`src/hw/sib_pkg.sv`:
```
package sib_pkg;

   // register indices; byte address is four times the index
   localparam logic [15:0] SIB_IDX_BUF = 16'h7f63;
   localparam logic [15:0] SIB_IDX_PCNT = 16'h7f68;
   localparam logic [15:0] SIB_IDX_MODE = 16'h7f69;
   localparam logic [15:0] SIB_IDX_PINS = 16'h7f6a;
   localparam logic [15:0] SIB_IDX_STAT = 16'h7f6b;

   // serial_port_control fields
   localparam int SIB_PC_HOLD = 3;
   localparam int SIB_PC_VOLT = 2;
   localparam int SIB_PC_THR = 1;
   localparam int SIB_PC_SLOW = 0;

   // mode register fields
   localparam int SIB_MODE_SEL = 7;
   localparam int SIB_MODE_SPEED = 5;
   localparam int SIB_MODE_DIV_MSB = 4;

   // pin configuration nibbles {func a, func b, latch, direction}
   localparam int SIB_PIN_CLK_LSB = 0;
   localparam int SIB_PIN_DATA_LSB = 4;
   localparam int SIB_PIN_DOUT_LSB = 8;
   localparam logic [3:0] SIB_PIN_OPEN = 4'hf;
   localparam logic [3:0] SIB_PIN_CMOS = 4'h9;
   localparam logic [3:0] SIB_PIN_SLOW = 4'he;
   localparam logic [3:0] SIB_PIN_OD = 4'hd;

   // scl period multipliers
   localparam logic [8:0] SIB_MULT_STD = 9'h008;
   localparam logic [8:0] SIB_MULT_FAST = 9'h002;

   // bit counter landmarks
   localparam logic [3:0] SIB_BIT_LAST_RISE = 4'h7;
   localparam logic [3:0] SIB_BIT_BYTE = 4'h8;
   localparam logic [3:0] SIB_BIT_ACK = 4'h9;

   // values after reset
   localparam logic [7:0] SIB_BUF_RST = 8'h00;
   localparam logic [3:0] SIB_PCNT_RST = 4'h0;
   localparam logic [11:0] SIB_PINS_RST = 12'hfff;

   function automatic logic regHit(input logic [17:0] addr, input logic [15:0] idx);
      return addr == {idx, 2'b00};
   endfunction

endpackage

```
`src/hw/sib_sync.sv`:
```
`timescale 1ns/10ps

module sib_sync (
   // clock and reset
   input wire logic mclk,
   input wire logic rst_n,
   // asynchronous levels in, synchronised levels out
   input wire logic [1:0] din,
   output logic [1:0] dout
);

   typedef struct packed {
      logic [1:0] stage1;
      logic [1:0] stage2;
   } sib_sync_t;

   sib_sync_t s;
   sib_sync_t next_s;

   always_comb begin
      next_s.stage1 = din;
      next_s.stage2 = s.stage1;
      if (!rst_n) begin
         // both lines idle high, so no false edge follows reset
         next_s = '1;
      end
   end

   always_ff @(posedge mclk) begin
      s <= next_s;
   end

   assign dout = s.stage2;

endmodule

```
`src/hw/sib_pin_cfg.sv`:
```
`timescale 1ns/10ps

module sib_pin_cfg (
   // configuration
   input wire logic [3:0] cfg,
   input wire logic slowAll,
   // serial level to present
   input wire logic drive,
   // pad controls
   output logic pinOut,
   output logic pinOe,
   output logic pinSlow
);

   always_comb begin
      pinOut = 1'b0;
      pinOe = 1'b0;
      pinSlow = 1'b0;
      case (cfg)
         sib_pkg::SIB_PIN_OPEN: begin
            pinOe = 1'b0;
         end
         sib_pkg::SIB_PIN_CMOS: begin
            pinOut = drive;
            pinOe = 1'b1;
         end
         sib_pkg::SIB_PIN_SLOW: begin
            pinOut = drive;
            pinOe = 1'b1;
            pinSlow = 1'b1;
         end
         sib_pkg::SIB_PIN_OD: begin
            pinOe = ~drive;
         end
         default: begin
            pinOe = 1'b0;
         end
      endcase
      if (slowAll) begin
         pinSlow = 1'b1;
      end
   end

endmodule

```
`src/hw/sib_top.sv`:
```
`timescale 1ns/10ps

// Behaviour
// - speed_select 1 gives 8x scl period multiplier, 0 gives 2x.
// - mode_select 1 is synchronous serial mode, 0 is I2C mode.
// - serial_data_buffer is an 8-bit read/write register for both directions.
// - I2C: receive shift register copied to buffer at 8th SCL falling edge.
// - sync mode: receive shift register copied to buffer at 8th rising edge.
// - I2C transmitter: transmit shift register loaded from buffer on start.
// - I2C transmitter: buffer write with transfer-end set loads transmit register.
// - sync mode: buffer write with master_active_flag clear loads transmit register.
// - threshold_select 1 gives CMOS input levels, 0 gives TTL levels.
// - slow_output_select 1 forces slow fall on clock and data pins.
// - clock pin codes: 1111 open, 1001 CMOS, 1110 slow, 1101 open drain.
// - data pin input always enabled; output follows the same four codes.
// - data_out_pin may be CMOS, slow CMOS or open drain for 3-wire.
module sib_top (
   // clock and reset
   input wire logic mclk,
   input wire logic rst_n,
   // ahb-lite slave
   input wire logic hsel,
   input wire logic [31:0] haddr,
   input wire logic [1:0] htrans,
   input wire logic hwrite,
   input wire logic [2:0] hsize,
   input wire logic [31:0] hwdata,
   input wire logic hready,
   output logic hreadyout,
   output logic [31:0] hrdata,
   output logic hresp,
   // control logic of the serial unit
   input wire logic masterActive,
   input wire logic transferEnd,
   input wire logic txEnable,
   input wire logic startDetected,
   input wire logic sclDrive,
   // clock_pin
   input wire logic clockPinIn,
   output logic clockPinOut,
   output logic clockPinOe,
   output logic clockPinSlow,
   // data_pin
   input wire logic dataPinIn,
   output logic dataPinOut,
   output logic dataPinOe,
   output logic dataPinSlow,
   // data_out_pin
   output logic dataOutPinOut,
   output logic dataOutPinOe,
   output logic dataOutPinSlow,
   // port and rate settings
   output logic cmosThreshold,
   output logic portVoltage5v,
   output logic sdaHoldAdjust,
   output logic syncMode,
   output logic [8:0] sclPeriod
);

   typedef struct packed {
      logic [7:0] dataBuf;
      logic [7:0] rxShift;
      logic [7:0] txShift;
      logic [3:0] bitCount;
      logic serialOut;
      logic [3:0] portCtrl;
      logic modeSel;
      logic speedSel;
      logic [4:0] sclDiv;
      logic [8:0] sclPeriod;
      logic [11:0] pinCfg;
      logic sclPrev;
      logic apValid;
      logic apWrite;
      logic [17:0] apAddr;
      logic [31:0] rdata;
   } sib_state_t;

   sib_state_t s;
   sib_state_t next_s;

   logic [1:0] pinSync;
   logic sclSync;
   logic sdaSync;
   logic sclRise;
   logic sclFall;
   logic wrPhase;
   logic bufWr;
   logic pcntWr;
   logic modeWr;
   logic pinsWr;
   logic midByte;

   sib_sync u_sync (
      .mclk(mclk),
      .rst_n(rst_n),
      .din({dataPinIn, clockPinIn}),
      .dout(pinSync)
   );

   assign sclSync = pinSync[0];
   assign sdaSync = pinSync[1];
   assign sclRise = sclSync & ~s.sclPrev;
   assign sclFall = ~sclSync & s.sclPrev;

   // data phase write strobes
   assign wrPhase = s.apValid & s.apWrite;
   assign bufWr = wrPhase & sib_pkg::regHit(s.apAddr, sib_pkg::SIB_IDX_BUF);
   assign pcntWr = wrPhase & sib_pkg::regHit(s.apAddr, sib_pkg::SIB_IDX_PCNT);
   assign modeWr = wrPhase & sib_pkg::regHit(s.apAddr, sib_pkg::SIB_IDX_MODE);
   assign pinsWr = wrPhase & sib_pkg::regHit(s.apAddr, sib_pkg::SIB_IDX_PINS);

   // i2c transmit shifts after falls one to eight, sync after falls one to seven; the eighth empties an i2c byte
   assign midByte = (s.bitCount != 4'h0) && (s.bitCount <= sib_pkg::SIB_BIT_BYTE);

   always_comb begin
      next_s = s;

      // address phase capture
      next_s.apValid = hsel & hready & htrans[1];
      next_s.apWrite = hwrite;
      next_s.apAddr = haddr[17:0];
      next_s.sclPrev = sclSync;

      // software writes
      if (bufWr) begin
         next_s.dataBuf = hwdata[7:0];
      end
      if (pcntWr) begin
         next_s.portCtrl = hwdata[3:0];
      end
      if (modeWr) begin
         next_s.modeSel = hwdata[sib_pkg::SIB_MODE_SEL];
         next_s.speedSel = hwdata[sib_pkg::SIB_MODE_SPEED];
         next_s.sclDiv = hwdata[sib_pkg::SIB_MODE_DIV_MSB:0];
      end
      if (pinsWr) begin
         next_s.pinCfg = hwdata[11:0];
      end

      // receive side: sample on every rise
      if (sclRise) begin
         next_s.rxShift = {s.rxShift[6:0], sdaSync};
         if (s.bitCount != sib_pkg::SIB_BIT_ACK) begin
            next_s.bitCount = s.bitCount + 4'h1;
         end
      end

      if (s.modeSel) begin
         // sync mode: byte ends on the eighth rise
         if (sclRise && s.bitCount == sib_pkg::SIB_BIT_LAST_RISE) begin
            next_s.dataBuf = {s.rxShift[6:0], sdaSync};
            next_s.bitCount = 4'h0;
         end
      end else begin
         // i2c: byte ends on the eighth fall, ack clock closes the frame
         if (sclFall && s.bitCount == sib_pkg::SIB_BIT_BYTE) begin
            next_s.dataBuf = s.rxShift;
         end
         if (sclFall && s.bitCount == sib_pkg::SIB_BIT_ACK) begin
            next_s.bitCount = 4'h0;
         end
         if (startDetected) begin
            next_s.bitCount = 4'h0;
         end
      end

      // transmit side
      if (sclFall && midByte) begin
         next_s.txShift = {s.txShift[6:0], 1'b1};
      end
      if (!s.modeSel && txEnable && startDetected) begin
         next_s.txShift = s.dataBuf;
      end
      if (bufWr && !s.modeSel && txEnable && transferEnd) begin
         next_s.txShift = hwdata[7:0];
      end
      if (bufWr && s.modeSel && !masterActive) begin
         next_s.txShift = hwdata[7:0];
      end

      // i2c releases data unless transmitting; shifted-in ones release it after the byte
      if (next_s.modeSel) begin
         next_s.serialOut = next_s.txShift[7];
      end else begin
         next_s.serialOut = ~txEnable | next_s.txShift[7];
      end

      // period in filter clocks
      next_s.sclPeriod = (9'(next_s.sclDiv) + 9'h001) *
                         (next_s.speedSel ? sib_pkg::SIB_MULT_STD : sib_pkg::SIB_MULT_FAST);

      // read data from the post-write view
      next_s.rdata = 32'h00000000;
      if (hsel && hready && htrans[1] && !hwrite) begin
         if (sib_pkg::regHit(haddr[17:0], sib_pkg::SIB_IDX_BUF)) begin
            next_s.rdata = {24'h000000, next_s.dataBuf};
         end else if (sib_pkg::regHit(haddr[17:0], sib_pkg::SIB_IDX_PCNT)) begin
            next_s.rdata = {28'h0000000, next_s.portCtrl};
         end else if (sib_pkg::regHit(haddr[17:0], sib_pkg::SIB_IDX_MODE)) begin
            next_s.rdata = {24'h000000, next_s.modeSel, 1'b0, next_s.speedSel, next_s.sclDiv};
         end else if (sib_pkg::regHit(haddr[17:0], sib_pkg::SIB_IDX_PINS)) begin
            next_s.rdata = {20'h00000, next_s.pinCfg};
         end else if (sib_pkg::regHit(haddr[17:0], sib_pkg::SIB_IDX_STAT)) begin
            next_s.rdata = {24'h000000, next_s.bitCount, sdaSync, sclSync, transferEnd,
                            masterActive};
         end
      end

      if (!rst_n) begin
         next_s = '0;
         next_s.dataBuf = sib_pkg::SIB_BUF_RST;
         next_s.portCtrl = sib_pkg::SIB_PCNT_RST;
         next_s.pinCfg = sib_pkg::SIB_PINS_RST;
         next_s.serialOut = 1'b1;
         next_s.sclPrev = 1'b1;
         next_s.sclPeriod = sib_pkg::SIB_MULT_FAST;
      end
   end

   always_ff @(posedge mclk) begin
      s <= next_s;
   end

   // pads
   sib_pin_cfg u_clock_pin (
      .cfg(s.pinCfg[sib_pkg::SIB_PIN_CLK_LSB +: 4]),
      .slowAll(s.portCtrl[sib_pkg::SIB_PC_SLOW]),
      .drive(sclDrive),
      .pinOut(clockPinOut),
      .pinOe(clockPinOe),
      .pinSlow(clockPinSlow)
   );

   sib_pin_cfg u_data_pin (
      .cfg(s.pinCfg[sib_pkg::SIB_PIN_DATA_LSB +: 4]),
      .slowAll(s.portCtrl[sib_pkg::SIB_PC_SLOW]),
      .drive(s.serialOut),
      .pinOut(dataPinOut),
      .pinOe(dataPinOe),
      .pinSlow(dataPinSlow)
   );

   sib_pin_cfg u_data_out_pin (
      .cfg(s.pinCfg[sib_pkg::SIB_PIN_DOUT_LSB +: 4]),
      .slowAll(1'b0),
      .drive(s.serialOut),
      .pinOut(dataOutPinOut),
      .pinOe(dataOutPinOe),
      .pinSlow(dataOutPinSlow)
   );

   // bus answers
   assign hreadyout = 1'b1;
   assign hresp = 1'b0;
   assign hrdata = s.rdata;

   assign cmosThreshold = s.portCtrl[sib_pkg::SIB_PC_THR];
   assign portVoltage5v = s.portCtrl[sib_pkg::SIB_PC_VOLT];
   assign sdaHoldAdjust = s.portCtrl[sib_pkg::SIB_PC_HOLD];
   assign syncMode = s.modeSel;
   assign sclPeriod = s.sclPeriod;
endmodule

```
`config.mk`:
```
export PLATFORM = sky130hd
export DESIGN_NAME = sib_top
export DESIGN_NICKNAME = d
export VERILOG_FILES = /design/src/hw/sib_pkg.sv /design/src/hw/sib_sync.sv /design/src/hw/sib_pin_cfg.sv /design/src/hw/sib_top.sv
export SDC_FILE = /design/constraint.sdc
export NUM_CORES = 1
export LEC_CHECK = 0
export ABC_CLOCK_PERIOD_IN_PS = 6000
export BUFFER_PORTS_ARGS = -buffer_cell sky130_fd_sc_hd__buf_2
export CAP_MARGIN = 20
export CORE_MARGIN = 2
export CORE_UTILIZATION = 51
export CTS_BUF_LIST = sky130_fd_sc_hd__clkbuf_4 sky130_fd_sc_hd__clkbuf_8
export DETAILED_ROUTE_END_ITERATION = 6
export PLACE_DENSITY = 0.78
export REMOVE_ABC_BUFFERS = 1
export SYNTH_ARGS = -nofsm -noshare
export SYNTH_HDL_FRONTEND = slang
export SYNTH_SLANG_ARGS = --single-unit
```
`constraint.sdc`:
```
create_clock -name mclk -period 6 [get_ports mclk]
set_input_delay 0.6 -clock mclk [delete_from_list [all_inputs] [get_ports mclk]]
set_output_delay 0.6 -clock mclk [all_outputs]
set_load 0.02 [all_outputs]
```
==> results by stage <==
Status:
- The run finished with clean final reports.

Placement:
- The congestion estimate from routability-driven global placement came to 0.8867.
- Prior to clock tree synthesis, the placed netlist has a worst setup slack of 2.273 ns.
- The count of buffers added on input and output ports is 75.
- After legalization and detailed placement, the total HPWL measured 8598 um.

Pwr:
- The largest voltage drop on the vdd net is 0.1395 mV.
- In this run, the combinational gates consume 7.3% of the power.
- The net switching fraction of the power is 24.45%.
- In this run the power density over the cells is 220.6 mW/mm2.
- After layout, the design draws a total of 0.001198 W.
- The proportion of power drawn by flip-flops and latches is 55.4%.
- Summed over all nets, the switching power comes to 0.0002930 W.
- In this run the static leakage power is 2.446 nW.
- Cell internal power was estimated by the tool at 0.0009052 W.
- The share of power burned in the clock network is 37.3%.

CTS:
- The buffer levels on the longest clock path is 2.
- The TritonCTS clock tree is built.
- The latest clock arrival within the worst-skew pair is 0.38 ns.
- Buffers inserted to repair hold after CTS numbered 0.
- The tree built by TritonCTS fans out to 97 sinks.
- The post-CTS clock slew at the launch and capture registers of the worst setup and hold paths is 0.09 ns.
- The number of setup buffers added after CTS is 0.
- The count of instances resized after the clock tree is built is 0.
- CTS placed an instance of sky130_fd_sc_hd__clkbuf_8 at the clock tree root.
- The number of buffers created by CTS is 9.
- The clock tree synthesis step divided the H-tree into 3 levels.

Synth:
- The fraction of the yosys area taken by sequential cells is 38.64%.
- Among all flip-flop cells after synthesis, the most frequent one is sky130_fd_sc_hd__dfxtp_1.
- The Yosys step of the flow raised 0 warnings.
- The share of async-settable or async-resettable flops after synthesis is 0%.
- The cell taking the most area after synthesis is sky130_fd_sc_hd__dfxtp_1.
- The post-synthesis share of cell area spent on full adders, half adders and majority gates is 3.635%.
- The synthesized cell area is 0.005026 mm2.
- After technology mapping, the gate count stands at 574.
- The synthesized design contains 97 register bits.
- Yosys attributes the largest share of cell area to sky130_fd_sc_hd__dfxtp_1 39%, sky130_fd_sc_hd__buf_4 6.9%, sky130_fd_sc_hd__mux2i_1 5.8%, sky130_fd_sc_hd__nand2_1 3.7%, sky130_fd_sc_hd__and2_1 3.6%.
- The fraction of synthesized area in multiplexers is 7.394%.
- The share of synthesized area in the top cell type comes to 38.64%.
- The count of different cell masters after synthesis is 63.
- The dominant combinational cell family by area after synthesis is simple AND/OR/NAND/NOR gates.
- In this run, synthesis inferred 0 flip-flops with an integrated enable.
- The basic-gate share of the synthesized area counting and, or, nand and nor cells is 24.62%.
- Each instance of the synthesized netlist takes up on average 8.756 um2.
- The synthesized netlist devotes 14.51% of its cell area to compound gates.
- The synthesized netlist devotes 1.568% of its cell area to XOR and XNOR gates.

Detailed routing:
- The final routed wire length divided by cell count is 15.35 um.
- The number of vias per cell after detailed routing is 5.562.
- The routed design has 11,570 um of wire.
- The count of nets left with antenna violations once routing finished came out at 0.
- The detailed router placed 4,194 vias in this run.
- The first-iteration detailed-routing DRC count is 330.
- The pre-antenna-repair detailed-routing pass consisted of 5 iterations.
- After detailed routing, the number of remaining DRC violations is 0.

Timing:
- On the final layout, the worst clock skew is 0.01330 ns.
- The setup slack after layout is 2.235 ns.
- Headroom to the max-slew limit came out at 40.70%.
- Setup repair after global routing left no endpoint under its margin.
- The achievable clock frequency is 0.2656 GHz.
- The final critical-path share of the clock period is 62.75%.
- The total count of max-transition violations in the final report is 0.
- After routing, the total negative slack on setup checks comes to 0 ns.
- The slew at the pin closest to its max-slew limit is 0.8814 ns.
- For the finished layout, the period the worst path requires is 3.765 ns.
- The final-report setup violation count is 0.
- The number of hold violations in the final report is 0.
- The tightest hold path in the finished design has a slack of 0.4055 ns.

Setup path:
- The capturing element type of the critical path is a flip-flop.
- The maximum fanout encountered on the critical timing path is 6.
- The end of the worst register-to-register path is sclPeriod[8].
- STA classifies the critical path startpoint as a flip-flop.
- The worst register-to-register path has a setup slack of 2.23 ns.
- The origin of the critical flop-to-flop path is s[33].
- Measured in cells, the most critical reg-to-reg path has a length of 16.
- The data arrival at the endpoint of the critical path is 4.06 ns.
- The critical path in this run is classified as flip-flop to flip-flop.
- Data on the critical path is required at its endpoint by 6.30 ns.

Global routing:
- The pin count of the biggest net entering global routing is 47.
- The global routing usage on met1 is 29.10%.
- The total routing usage reported by global routing is 21.83%.
- The total grt overflow is 0.
- For met3 alone, demand over resource in global routing was 3.360%.
- The via count of the first global-routing pass is 3,803.
- The global routing stage identified its most utilized layer as met2.
- For this run, global-route usage on met2 was measured as 34.92%.
- The number of antenna violations at the first check in global routing is 0.
- The first global-routing pass estimated 18,050 um of wire.

Floorplanning:
- The floorplan step defined a die boundary enclosing 0.01066 mm2.
- The core region is 0.009684 mm2.
- The die boundary width is 103.3 um.
- The effective utilization at floorplan is 51.90%.
- In this run the core area contains 36 standard-cell rows.
- The height of the die is 103.3 um.
- During I/O placement, the number of pins put on the boundary was 137.

Cells and area:
- For this run, the share of the core covered by cells in the final layout is 56.10%.
- The share of cells above drive strength 1 is 18.20%.
- Fill cells in the final layout number 882.
- The diode insertion count for antenna repair is 0.
- The top cell types in the final layout, fill and taps aside, are 97 x sky130_fd_sc_hd__dfxtp_1, 75 x sky130_fd_sc_hd__buf_2, 50 x sky130_fd_sc_hd__nand2_1, 45 x sky130_fd_sc_hd__nor2_1.
- Compared with the post-synthesis result, the final layout area differs by 8.091%.
- The most common library cell in the layout ignoring fill and taps is sky130_fd_sc_hd__dfxtp_1.
- The net count of the finished layout is 711.

Min path:
- The worst hold path passes through 2 cells.
- The end point of the worst hold path is u_sync.s[3].
- The beginning of the worst hold path is dataPinIn.
- The min-delay analysis places its worst path in the category input pin to flip-flop.

Flow run:
- The max-cap violation count is 0.
critical path, stage by stage, from the launching register on:
cell	delay, ns
sky130_fd_sc_hd__dfxtp_1	0.30
sky130_fd_sc_hd__nand2b_1	0.17
sky130_fd_sc_hd__nor4_1	0.77
sky130_fd_sc_hd__nand4_1	0.26
sky130_fd_sc_hd__nand2_1	0.17
sky130_fd_sc_hd__ha_1	0.27
sky130_fd_sc_hd__inv_1	0.11
sky130_fd_sc_hd__xnor2_1	0.16
sky130_fd_sc_hd__nor2_1	0.06
sky130_fd_sc_hd__ha_1	0.19
sky130_fd_sc_hd__ha_1	0.18
sky130_fd_sc_hd__ha_1	0.20
sky130_fd_sc_hd__a21o_1	0.16
sky130_fd_sc_hd__a21oi_1	0.17
sky130_fd_sc_hd__xnor2_1	0.09
sky130_fd_sc_hd__or3_1	0.30
sky130_fd_sc_hd__a21oi_1	0.14
metrics by stage:
step,area [um2],std cells
after CTS,5433,754
final,5433,754
after detailed placement,5223,738
after global routing,5433,754
after global placement,5223,738
after floorplan,4673,529
layout make-up:
type,count,area (um2),area share [%]
clock inverters,4,51.30,0.9443
flip-flops and latches,97,1942,35.74
clock buffers,12,158.9,2.925
well taps,133,166.4,3.063
multi-input cells,422,2694,49.59
inverters,10,37.54,0.6909
repair buffers,76,382.9,7.047
flip-flops by register name (all words and copies together) (netlist names):
| name | flops |
|---|---|
| syncMode | 1 |
| sclPeriod | 8 |
| u_sync.dout | 2 |
| u_sync.s | 2 |
| sdaHoldAdjust | 1 |
| cmosThreshold | 1 |
| hrdata | 12 |
| portVoltage5v | 1 |
| s | 69 |
Yosys cell counts (3+ instances only):
cell type / number
sky130_fd_sc_hd__a21oi_1: 31
sky130_fd_sc_hd__a21boi_0: 3
sky130_fd_sc_hd__o211ai_1: 3
sky130_fd_sc_hd__buf_2: 3
sky130_fd_sc_hd__nor2_1: 45
sky130_fd_sc_hd__o21a_1: 9
sky130_fd_sc_hd__o2bb2ai_1: 3
sky130_fd_sc_hd__or2_2: 4
sky130_fd_sc_hd__and2_1: 29
sky130_fd_sc_hd__o22ai_1: 4
sky130_fd_sc_hd__mux2_2: 6
sky130_fd_sc_hd__nor2b_1: 4
sky130_fd_sc_hd__a41o_1: 3
sky130_fd_sc_hd__nand4_1: 8
sky130_fd_sc_hd__nand3b_1: 3
sky130_fd_sc_hd__ha_1: 13
sky130_fd_sc_hd__xnor2_1: 6
sky130_fd_sc_hd__nand3_1: 31
sky130_fd_sc_hd__nand4b_1: 4
sky130_fd_sc_hd__mux2i_1: 29
sky130_fd_sc_hd__inv_1: 8
sky130_fd_sc_hd__and3_1: 6
sky130_fd_sc_hd__nand2_1: 50
sky130_fd_sc_hd__nor3_1: 4
sky130_fd_sc_hd__o21ai_0: 20
sky130_fd_sc_hd__nand2b_1: 14
sky130_fd_sc_hd__xor2_1: 3
sky130_fd_sc_hd__clkbuf_1: 18
sky130_fd_sc_hd__a31oi_1: 8
sky130_fd_sc_hd__a21o_1: 4
sky130_fd_sc_hd__or3_1: 7
sky130_fd_sc_hd__buf_4: 46
sky130_fd_sc_hd__a211oi_1: 4
sky130_fd_sc_hd__a22oi_1: 8
sky130_fd_sc_hd__dfxtp_1: 97
worst max path at each step:
stage	start	endpoint	slack, ns
finish	s[33]	sclPeriod[8]	2.23
CTS	s[33]	sclPeriod[8]	2.22
global route	s[33]	sclPeriod[8]	1.77
detailed placement	s[33]	sclPeriod[8]	2.27
floorplan	s[33]	sclPeriod[8]	2.63
global placement	s[33]	sclPeriod[8]	2.29
power by group through the flow:
stage / Combinational [W] / Sequential (W) / Clock [W]
after floorplan: 0.0000479 / 0.000677 / 0
after global placement: 0.0000839 / 0.000678 / 0
after detailed placement: 0.0000855 / 0.000679 / 0
after CTS: 0.0000858 / 0.000664 / 0.000450
after global routing: 0.0000961 / 0.000665 / 0.000474
final: 0.0000872 / 0.000664 / 0.000447
routing by layer:
metal | wire length, um | up-vias
met5 | 0 | -
met4 | 337 | 0
met2 | 5225 | 200
met1 | 5188 | 1930
li1 | - | 2037
met3 | 822 | 27
cell families (layout without fill, tap and decap cells):
kind of cell / after synthesis / count (layout)
adders and majority gates: 14 / 14
xor gates and xnor gates: 9 / 9
muxes: 36 / 36
AOI/OAI and AO/OA: 113 / 113
and+or+nand+nor: 225 / 225
other: 2 / 25
DFF: 97 / 97
buffers and inverters: 78 / 102
(Power assumes the default switching activity.)
